$ cat src/pirc_consts.svh
// Purpose: constants for the phy interrupt, reset and power-down block
// Assumes: 250 MHz device clock
// Notes:   register indices are management register numbers
`ifndef PIRC_CONSTS_SVH
`define PIRC_CONSTS_SVH
`define PIRC_REG_CTRL      5'h00
`define PIRC_REG_STAT      5'h01
`define PIRC_REG_ANEXP     5'h06
`define PIRC_REG_IDLECNT   5'h0a
`define PIRC_REG_FLAGS     5'h1d
`define PIRC_REG_MASK      5'h1e
`define PIRC_BIT_SRST      15
`define PIRC_BIT_PDOWN     11
`define PIRC_SRC_MASK      16'h07f7
`define PIRC_ZERO16        16'h0000
`define PIRC_CLK_MHZ       250
`define PIRC_T_RST_US      256
`define PIRC_T_ENERGY_MS   256
`define PIRC_RST_CYC       (`PIRC_T_RST_US * `PIRC_CLK_MHZ)
`define PIRC_ENERGY_CYC    (`PIRC_T_ENERGY_MS * 1000 * `PIRC_CLK_MHZ)
`define PIRC_CNT_W         27
`endif

$ cat src/pirc_pkg.sv
// Purpose: types for the phy interrupt, reset and power-down block
// Assumes: nothing
// Notes:   none
package pirc_pkg;
   typedef struct packed {
      logic tx_ovf;
      logic tx_unf;
      logic idle_ovf;
      logic energy;
      logic an_done;
      logic rem_fault;
      logic link_up;
      logic par_fault;
      logic page_rx;
      logic renego;
   } pirc_src_t;
   typedef struct packed {
      logic       rd;
      logic       wr;
      logic [4:0] addr;
      logic [15:0] wdata;
   } pirc_mgmt_t;
   typedef enum logic [1:0] {
      PIRC_RUN, PIRC_PD, PIRC_PDRST, PIRC_SRST
   } pirc_state_t;
endpackage

$ cat src/pirc_top.sv
// Purpose: interrupt flags and mask, reset and power-down control
// Assumes: management accesses arrive decoded as one-cycle strobes
// Notes:   energy timers are top-level parameters for short simulation
//
// Functional notes
// - interrupt pin low while any enabled flag is set, high otherwise.
// - every enable bit is zero after hardware or soft reset.
// - mask register 30 bits 10:0 match flag register 29; 15:11,3 reserved.
// - flags 10 and 9 follow transmit buffer overflow and underflow.
// - flag 8 sets on idle overflow level; flags 7..1 rise on listed source edges.
// - flags clear on listed reads, falling sources, renegotiation, link loss.
// - energy bit reads one after hardware reset, clears after 256 ms quiet.
// - energy rise and loss raise flag 7; bit clears 256 ms after loss.
// - energy-loss flag fires 256 ms after link break or return to detect.
// - hardware reset clears registers and relatches straps on release.
// - soft reset bit resets logic, self-clears after 256 us.
// - soft reset clears mask register, keeps flags; straps not relatched.
// - leaving power-down holds internal reset 256 us, registers kept.
// - power-down bit powers down all but management; clear applies reset.
// - energy-detect power-down with no energy powers down, transmits nothing.
// - energy returning sets energy bit, powers up, may raise request.
// - power-down pin powers down all but management; strap picks pll.
// - power-down pin held during hardware reset wakes in power-down.
// - strap low disables pll in pin power-down, high keeps it.
`timescale 1ns/10ps
`include "pirc_consts.svh"
module pirc_top #(
   parameter int unsigned ENERGY_CYC = `PIRC_ENERGY_CYC
) (
   // clock and reset
   input  wire logic                i_clk,
   input  wire logic                i_rst,
   // pins
   input  wire logic                i_hw_reset_n_pin,
   input  wire logic                i_hw_powerdown_pin,
   input  wire logic                i_hw_pd_pll_select_strap,
   // datapath status
   input  wire pirc_pkg::pirc_src_t i_src,
   input  wire logic                i_energy_raw,
   input  wire logic                i_energy_detect_pd_enable,
   // management
   input  wire pirc_pkg::pirc_mgmt_t i_mgmt,
   output logic [15:0]              o_rdata,
   // outputs
   output logic                     o_irq_n,
   output logic                     o_line_energy_present,
   output logic                     o_logic_rst,
   output logic                     o_powered_down,
   output logic                     o_pll_off,
   output logic                     o_tx_off
);
   import pirc_pkg::*;

   // ***************************************************************
   // access decode
   // ***************************************************************
   function automatic logic hit(input pirc_mgmt_t m, input logic [4:0] a);
      hit = m.rd && (m.addr == a);
   endfunction

   wire logic hard_rst = i_rst || !i_hw_reset_n_pin;
   wire logic rd_flags = hit(i_mgmt, `PIRC_REG_FLAGS);
   wire logic rd_stat  = hit(i_mgmt, `PIRC_REG_STAT);
   wire logic rd_anexp = hit(i_mgmt, `PIRC_REG_ANEXP);
   wire logic rd_idle  = hit(i_mgmt, `PIRC_REG_IDLECNT);
   wire logic wr_mask  = i_mgmt.wr && (i_mgmt.addr == `PIRC_REG_MASK);
   wire logic wr_ctrl  = i_mgmt.wr && (i_mgmt.addr == `PIRC_REG_CTRL);

   // ***************************************************************
   // state and registers
   // ***************************************************************
   pirc_src_t   prev_q;
   logic        energy_q;
   logic [15:0] flags_q, flags_d, mask_q;
   logic        pdown_q, srst_q, strap_q, pin_pd_q, edpd_q;
   logic [`PIRC_CNT_W-1:0] ecnt_q, rcnt_q;
   logic        eloss_q, rel_q;
   pirc_state_t st_q, st_d;

   wire logic en_rise = !energy_q && i_energy_raw;
   wire logic en_fall = energy_q && !i_energy_raw;
   wire logic e_timeout = eloss_q && (ecnt_q == '0);

   wire logic irq_any = |(flags_q & mask_q & `PIRC_SRC_MASK);

   // ***************************************************************
   // interrupt source flags
   // ***************************************************************
   wire logic [15:0] set_v = {5'h00,
      i_src.tx_ovf, i_src.tx_unf, i_src.idle_ovf,
      en_rise || e_timeout,
      i_src.an_done && !prev_q.an_done,
      i_src.rem_fault && !prev_q.rem_fault,
      !i_src.link_up && prev_q.link_up, 1'b0,
      i_src.par_fault && !prev_q.par_fault,
      i_src.page_rx && !prev_q.page_rx, 1'b0};
   // link loss is the falling edge, not the down level
   wire logic an_clr = rd_anexp || rd_flags || i_src.renego ||
                       (!i_src.link_up && prev_q.link_up);
   wire logic [15:0] clr_v = {5'h00,
      !i_src.tx_ovf, !i_src.tx_unf, rd_idle,
      rd_flags || (energy_q && !i_energy_raw && !eloss_q),
      rd_flags || !i_src.an_done,
      rd_flags || rd_stat || !i_src.rem_fault,
      rd_flags || rd_stat, 1'b0,
      an_clr || !i_src.par_fault,
      an_clr || !i_src.page_rx, 1'b0};

   // tx flags follow level; edge set wins over clear
   always_comb begin
      flags_d = ((flags_q & ~clr_v) | set_v) & `PIRC_SRC_MASK;
   end

   always_ff @(posedge i_clk) begin
      if (hard_rst) begin
         flags_q <= `PIRC_ZERO16;
         prev_q  <= '0;
      end else begin
         flags_q <= flags_d;
         prev_q  <= i_src;
      end
   end

   // ***************************************************************
   // mask register
   // ***************************************************************
   // cleared by hardware and soft reset, reserved bits held zero
   always_ff @(posedge i_clk) begin
      if (hard_rst || srst_q) begin
         mask_q <= `PIRC_ZERO16;
      end else if (wr_mask) begin
         mask_q <= i_mgmt.wdata & `PIRC_SRC_MASK;
      end
   end

   // ***************************************************************
   // line energy
   // ***************************************************************
   // energy bit set on rise, 256 ms hold after loss
   always_ff @(posedge i_clk) begin
      if (hard_rst) begin
         energy_q <= 1'b1;
         eloss_q  <= 1'b1;
         ecnt_q   <= ENERGY_CYC[`PIRC_CNT_W-1:0];
      end else if (i_energy_raw) begin
         energy_q <= 1'b1;
         eloss_q  <= 1'b0;
         ecnt_q   <= ENERGY_CYC[`PIRC_CNT_W-1:0];
      end else if (en_fall && !eloss_q) begin
         eloss_q  <= 1'b1;
      end else if (e_timeout) begin
         energy_q <= 1'b0;
         eloss_q  <= 1'b0;
      end else if (eloss_q) begin
         ecnt_q   <= ecnt_q - 1'b1;
      end
   end

   // ***************************************************************
   // control bits and straps
   // ***************************************************************
   // strap caught in the cycle after release, pin sampled every cycle
   always_ff @(posedge i_clk) begin
      if (hard_rst) begin
         rel_q    <= 1'b1;
         strap_q  <= 1'b0;
         pin_pd_q <= 1'b0;
      end else begin
         rel_q    <= 1'b0;
         pin_pd_q <= i_hw_powerdown_pin;
         if (rel_q) begin
            strap_q <= i_hw_pd_pll_select_strap;
         end
      end
   end

   // soft reset keeps power-down and strap state
   always_ff @(posedge i_clk) begin
      if (hard_rst) begin
         pdown_q <= 1'b0;
         srst_q  <= 1'b0;
         edpd_q  <= 1'b0;
      end else begin
         edpd_q <= i_energy_detect_pd_enable;
         if (wr_ctrl) begin
            pdown_q <= i_mgmt.wdata[`PIRC_BIT_PDOWN];
            srst_q  <= i_mgmt.wdata[`PIRC_BIT_SRST];
         end else if (st_q == PIRC_SRST && rcnt_q == '0) begin
            srst_q  <= 1'b0;
         end
      end
   end

   // ***************************************************************
   // power and reset sequencer
   // ***************************************************************
   wire logic pd_req = pdown_q || pin_pd_q ||
                       (edpd_q && !energy_q);
   always_comb begin
      st_d = st_q;
      case (st_q)
         PIRC_RUN: begin
            if (pd_req) st_d = PIRC_PD;
            else if (srst_q) st_d = PIRC_SRST;
         end
         PIRC_PD: begin
            if (!pd_req) st_d = PIRC_PDRST;
         end
         PIRC_PDRST: begin
            if (rcnt_q == '0) st_d = PIRC_RUN;
         end
         PIRC_SRST: begin
            if (rcnt_q == '0) st_d = PIRC_RUN;
         end
         default: st_d = PIRC_RUN;
      endcase
   end

   always_ff @(posedge i_clk) begin
      if (hard_rst) begin
         st_q   <= PIRC_RUN;
         rcnt_q <= '0;
      end else begin
         st_q <= st_d;
         if (st_d != st_q) begin
            rcnt_q <= `PIRC_CNT_W'(`PIRC_RST_CYC - 1);
         end else if (rcnt_q != '0) begin
            rcnt_q <= rcnt_q - 1'b1;
         end
      end
   end

   // ***************************************************************
   // outputs
   // ***************************************************************
   always_ff @(posedge i_clk) begin
      if (hard_rst) begin
         o_irq_n               <= 1'b1;
         o_line_energy_present <= 1'b1;
         o_logic_rst           <= 1'b1;
         o_powered_down        <= 1'b0;
         o_pll_off             <= 1'b0;
         o_tx_off              <= 1'b0;
         o_rdata               <= `PIRC_ZERO16;
      end else begin
         o_irq_n               <= !irq_any;
         o_line_energy_present <= energy_q;
         o_logic_rst           <= (st_q == PIRC_PDRST) ||
                                  (st_q == PIRC_SRST);
         o_powered_down        <= (st_q == PIRC_PD);
         // pll off only when strap low in pin power-down
         o_pll_off             <= (st_q == PIRC_PD) && pin_pd_q &&
                                  !strap_q;
         o_tx_off              <= (st_q != PIRC_RUN);
         o_rdata               <= rd_flags ? flags_q :
                                  hit(i_mgmt, `PIRC_REG_MASK) ? mask_q :
                                  `PIRC_ZERO16;
      end
   end

   // ***************************************************************
   // assertions
   // ***************************************************************
   property p_irq_follows;
      @(posedge i_clk) disable iff (hard_rst)
         irq_any |=> !o_irq_n;
   endproperty
   a_irq_follows: assert property (p_irq_follows)
      else $error("request not asserted");
   property p_mask_reset;
      @(posedge i_clk) $fell(hard_rst) |-> mask_q == `PIRC_ZERO16;
   endproperty
   a_mask_reset: assert property (p_mask_reset)
      else $error("mask not zero after reset");
   property p_reserved;
      @(posedge i_clk) disable iff (hard_rst)
         (flags_q[15:11] == 5'h00) && !flags_q[3] && !mask_q[3];
   endproperty
   a_reserved: assert property (p_reserved)
      else $error("reserved bit set");
   property p_txovf;
      @(posedge i_clk) disable iff (hard_rst)
         i_src.tx_ovf |=> flags_q[10];
   endproperty
   a_txovf: assert property (p_txovf)
      else $error("overflow flag missing");
   property p_linkdown;
      @(posedge i_clk) disable iff (hard_rst)
         $fell(i_src.link_up) |=> flags_q[4];
   endproperty
   a_linkdown: assert property (p_linkdown)
      else $error("link down flag missing");
   property p_idle_clr;
      @(posedge i_clk) disable iff (hard_rst)
         rd_idle && !i_src.idle_ovf |=> !flags_q[8];
   endproperty
   a_idle_clr: assert property (p_idle_clr)
      else $error("idle flag not cleared");
   property p_energy_rise;
      @(posedge i_clk) disable iff (hard_rst)
         en_rise |=> energy_q && flags_q[7];
   endproperty
   a_energy_rise: assert property (p_energy_rise)
      else $error("energy rise not flagged");
   property p_pd_outputs;
      @(posedge i_clk) disable iff (hard_rst)
         st_q == PIRC_PD |=> o_powered_down && o_tx_off;
   endproperty
   a_pd_outputs: assert property (p_pd_outputs)
      else $error("power-down not shown");
   property p_pdrst;
      @(posedge i_clk) disable iff (hard_rst)
         st_q == PIRC_PD && !pd_req |=> st_q == PIRC_PDRST;
   endproperty
   a_pdrst: assert property (p_pdrst)
      else $error("no power-down reset");
   property p_irq_quiet;
      @(posedge i_clk) disable iff (hard_rst)
         ((flags_q & mask_q) == `PIRC_ZERO16) |=> o_irq_n;
   endproperty
   a_irq_quiet: assert property (p_irq_quiet)
      else $error("request without enabled flag");
   property p_srst_clear;
      @(posedge i_clk) disable iff (hard_rst)
         (st_q == PIRC_SRST) && (rcnt_q == '0) && !wr_ctrl |=> !srst_q;
   endproperty
   a_srst_clear: assert property (p_srst_clear)
      else $error("soft reset bit not self-cleared");
   property p_pll_kept;
      @(posedge i_clk) disable iff (hard_rst)
         strap_q |=> !o_pll_off;
   endproperty
   a_pll_kept: assert property (p_pll_kept)
      else $error("pll off with strap high");
   c_irq: cover property (@(posedge i_clk) $fell(o_irq_n));
   c_pd: cover property (@(posedge i_clk) st_q == PIRC_PDRST);
   c_srst: cover property (@(posedge i_clk) $fell(srst_q));
endmodule

$ cat config.mk
export PLATFORM = sky130hd
export DESIGN_NAME = pirc_top
export DESIGN_NICKNAME = d
export VERILOG_FILES = /design/src/pirc_pkg.sv /design/src/pirc_top.sv
export VERILOG_INCLUDE_DIRS = /design/src /design/src/src
export SDC_FILE = /design/constraint.sdc
export NUM_CORES = 1
export LEC_CHECK = 0
export ABC_CLOCK_PERIOD_IN_PS = 2800
export CAP_MARGIN = 25
export CORE_MARGIN = 2
export CORE_UTILIZATION = 63
export CTS_CLUSTER_DIAMETER = 200
export DETAILED_ROUTE_END_ITERATION = 10
export DONT_BUFFER_PORTS = 1
export PLACE_DENSITY = 0.83
export SYNTH_ARGS = -nofsm -noshare
export SYNTH_HDL_FRONTEND = slang
export SYNTH_SLANG_ARGS = --single-unit
$ cat constraint.sdc
create_clock -name i_clk -period 2.8 [get_ports i_clk]
set_input_delay 0.56 -clock i_clk [delete_from_list [all_inputs] [get_ports i_clk]]
set_output_delay 0.56 -clock i_clk [all_outputs]
set_load 0.1 [all_outputs]
# == Word-level counts from Yosys, hierarchy flattened ==
# Cells that the tools add are included.
# classes
addsub,2
mul,0
div_mod_pow,0
magnitude_cmp,0
n_eq_ne,9
n_shift,0
muxes,15
n_bitwise,6
reduce_logical,67
# op_table
op,count
$logic_not 27->1,2
$sub 27x1->27 const B,2
$mux 16,2
$reduce_bool 27->1,1
$and 11x11->11,2
$mux 11,2
$logic_and 1x1->1,20
$logic_not 1->1,17
$logic_or 1x1->1,15
$not 11->11,1
$or 11x11->11,1
$eq 5x5->1 const B,2
$reduce_or 10->1,1
$mux 2,4
$mux 1,6
$pmux 2 s3,1
$reduce_bool 2->1,3
$reduce_or 2->1,3
$eq 5x1->1 const B,1
$eq 5x3->1 const B,1
$eq 5x4->1 const B,1
$logic_not 5->1,1
$eq 2x2->1 const B,2
$reduce_and 3->1,1
other kinds (6),7
# totals
ff_bits,111
latchBits,0
ram_bits,0
mem_bits_ro,0
in_bits,40
output_inout_bits,22
memories,0

# == Depth between registers and ports, before layout ==
# depth
word_depth,9
ltp_mapped,8
ltp_nobuf,7

# == Least setup slack after synthesis ==
# Ideal clock, no wire load.
# synth_timing
path_kind,register -> register
start,reg rcnt_q[8]
end,reg rcnt_q[26]
setup_time_ps,70
t_arrival_ps,1990
t_required_ps,2730
path_slack_ps,740
path_stages_with_launch,7
cell_sequence,dfxtp_1 nor4_2 nand4_4 or3_1 buf_2 or4_1 a21oi_1
# synth_between
elab_chain_cells,5
# synth_rtl
element,line,text
start: declaration,pirc_top.sv:76,"logic [`PIRC_CNT_W-1:0] ecnt_q, rcnt_q;"
start signal: assignment,pirc_top.sv:226,rcnt_q <= `PIRC_CNT_W'(`PIRC_RST_CYC - 1);
start signal: assignment,pirc_top.sv:228,rcnt_q <= rcnt_q - 1'b1;
$logic_not 27->1,"pirc_top.sv:210, pirc_top.sv:213",
$mux 2,"pirc_top.sv:210, pirc_top.sv:213",
$pmux 2 s3,pirc_top.sv:201,case (st_q)
$ne 2x2->1,pirc_top.sv:225,if (st_d != st_q) begin
$reduce_or 2->1 (no line),--,
# Parallel ways exist; a longest one is shown, timed or not.
# A chain may end at the register's enable or synchronous reset.

# == Worst setup path after layout ==
# layout_timing
start,reg rcnt_q[0]
end,reg rcnt_q[5]
# layout_between
elab_chain_cells,5
# layout_rtl
element
branches (longest 5 deep; another with $sub 27x1->27)
# Parallel ways; which one is timed is not known. The select of a mux whose other input is x is not followed.

==> impl_metrics.ini <==
[pwr]
pwr-share-seq_pct = 48.0
vdd_drop_max_mv = 0.593
clockPowerShare_pct = 24.9
static-leakage-power_nw = 1.89
combinationalPowerShare_pct = 27.1
switching_power_w = 0.00119
pwr_per_cell_area_nw_per_um2 = 713
sw_share_pct = 34.5
cellInternalPower_w = 0.00227

[sta]
final_max_slew_viol_count = 0
holdWs_ns = 0.277
fin_crit_sh_pct = 82.9
setup_skew_ns = 0.0141
worst_pin_slew_ns = 1.03
slew_limit_headroom_pct = 31.4
final_period_minus_worst_setup_slack_ns = 2.32
clock.fmax_mhz = 431
rsz_0062_raised_after_global_routing = false
setup_tns_ns = 0
setup_viol = 0
hold_violations = 0

[logic_synthesis]
synthesis.yosys.warnings = 0
synth-main-ff-cell = sky130_fd_sc_hd__dfxtp_1
netlist.top_cell.by_area = sky130_fd_sc_hd__dfxtp_1
seq_area_frac_synth_pct = 45.2
synth_area_um2 = 4610
synth.top_cells.by_area = sky130_fd_sc_hd__dfxtp_1, sky130_fd_sc_hd__a21oi_1, sky130_fd_sc_hd__or3_1
yosysTopAreaCellShare_pct = 45.2
synthArstFlopShare_pct = 0
ys_ff_latch = 104
synth-edff-count = 0
synthesis.area_per_instance_um2 = 9.03
synthCells = 510
count_of_cell_types_in_the_netlist = 57

[min_path]
whs_path_depth = 1
min_path_type = in2reg

[cells_and_area]
mostFrequentLayoutCells = sky130_fd_sc_hd__dfxtp_1, sky130_fd_sc_hd__nor2_1, sky130_fd_sc_hd__a21oi_1
nFillCells = 567
final_net_count = 548
layout.cells.non_filler = 609
layout-drive-gt1-share_pct = 7.47
area.sequential_um2 = 2080
multiInputGateArea_um2 = 2370
mostFrequentLayoutCell = sky130_fd_sc_hd__dfxtp_1
area_growth_pct = 5.43

[die]
floorplan.io_pins = 62
die_area_um2 = 8010
chip_height_um = 89.5
initial_utilization_pct = 64.2
fp-row-count = 31
design.core.area_um2 = 7180
fp.dieW_um = 89.5

[run_status]
result_of_the_run = finished, final reports clean

[cts]
clockRootBuffer = sky130_fd_sc_hd__clkbuf_8
post_cts_setup_inserts = 0
tritoncts.num_buffers = 9
postCtsHoldBufs = 0
clkLatencyLatePin_ns = 0.37
cts_htree_levels = 3
cts_tree = built
clk_pin_slew_worst_paths_ns = 0.11
cts.path.max_buffers = 2
cts_repair_resizes = 0
clock_sink_count = 104

[grt]
grt.overflow.total = 0
grtUsageTotal_pct = 25.1
wire_length_of_the_first_global_routing_pass_um = 15800
vias_in_the_first_global_route = 3509
grt_max_degree = 29
number_of_antenna_violations_at_the_first_check_in_global_routing = 1

[route]
vias_per_cell = 6.41
drcViolationCount = 0
route.detailed.wl_per_inst_um = 15.8
via_count = 3903
drtPass1Iterations = 5
wirelength_um = 9600
drtAntennaViolNets = 0
detailedRoute.firstIterationViolations = 216

[run]
maxCapViolCount = 0

[worst_setup_path]
critPathLaunchType = flip-flop
element_type_at_the_critical_path_end = flip-flop
critPathKind = reg2reg
critical_path_slowest_stage_cell = sky130_fd_sc_hd__a21oi_1
critPathArrivalTime_ns = 2.52
worstReg2RegStart = rcnt_q[0]
worst-r2r-cell-count = 7
cp_launch_point = rcnt_q[0]
cp.required_ns = 3.00
slowest_delay_ns = 0.82
regToRegSetupSlack_ns = 0.48
critical_path.reg2reg.endpoint = rcnt_q[5]
cp_cell_sequence = inv_1, ha_1, nor3b_1, nand3_1, nor3_1, a21oi_1, a31oi_1
setup.worst_path.end = rcnt_q[5]
crit_path_max_fanout = 14

[placed_design]
placed_wire_length_estimate_after_detailed_placement_um = 6630
dpl.cell_count = 592
placement.io_buffers = 0
globalplace.congestion = 0.867
registers in the layout, summed over array words and instances (netlist names), 2 cells and up:
name / flops
st_q: 2
o_rdata: 10
rcnt_q: 27
mask_q: 10
prev_q: 5
ecnt_q: 27
flags_q: 9
synth_stat cells (all sizes together), types with 12 or more instances:
library cell  instances
o21ai                19
nand2                31
or3                  28
and2                 12
clkbuf               22
dfxtp               104
nor2                 44
nor4                 12
mux2i                14
a31oi                14
o31ai                20
a21oi                38
or4                  18
per-stage QoR:
step	total power (W)	setup slack, ns	util, %	cell area, um2
after floorplan	0.00243	0.740	-	4630
after global placement	0.00257	0.599	65.1	4670
after detailed placement	0.00261	0.552	65.1	4670
after CTS	0.00347	0.511	67.7	4850
after global routing	0.00365	0.320	67.7	4860
final	0.00346	0.479	67.7	4860
layer usage:
layer	wire length [um]	track usage (%)	vias to the layer above
li1	-	-	1898
met3	577	6.65	22
met2	4800	43.0	125
met5	0	0	-
met4	164	9.23	0
met1	4060	30.1	1858
cell type report:
class                           count  share of cell area, %
Tap cell                           99                   2.55
Multi-Input combinational cell    372                   48.7
Timing Repair Buffer               10                   1.55
Sequential cell                   104                   42.9
Antenna cell                        1                 0.0515
Inverter                            7                  0.541
Clock buffer                       10                   2.63
Clock inverter                      6                   1.11
cell families (layout without fill, tap and decap cells):
family          count (synthesis)  count (layout)  synth area share [%]
fa+ha+maj                       4               4                  1.09
mux                            16              16                  3.53
compound gates                128             128                  18.2
simple gates                  214             214                  27.3
buf+inv                        39              33                  3.86
xor+xnor                        4               4                 0.760
other cells                     1               7                0.0814
flops                         104             104                  45.2
worst max-delay path, delay by kind of cell, from the launching register on:
kind | cells | cell delay (ns)
compound gates | 2 | 1.00
simple gates | 3 | 0.43
flops | 1 | 0.40
fa+ha+maj | 1 | 0.22
buf+inv | 1 | 0.10
power by group through the flow:
| stage | registers (W) | logic, W | clock network (W) |
|---|---|---|---|
| floorplan | 0.00167 | 0.000756 | 0 |
| global placement | 0.00169 | 0.000889 | 0 |
| detailed placement | 0.00169 | 0.000922 | 0 |
| CTS | 0.00166 | 0.000927 | 0.000886 |
| global route | 0.00167 | 0.00104 | 0.000941 |
| finish | 0.00166 | 0.000939 | 0.000863 |
how the worst min path moves through the flow:
stage / from / end
CTS: i_energy_raw / eloss_q
finish: i_energy_raw / eloss_q
global placement: prev_q[4] / flags_q[5]
floorplan: prev_q[1] / flags_q[1]
detailed placement: prev_q[2] / flags_q[2]
global route: i_energy_raw / eloss_q
Power figures use the tool's default switching activity.
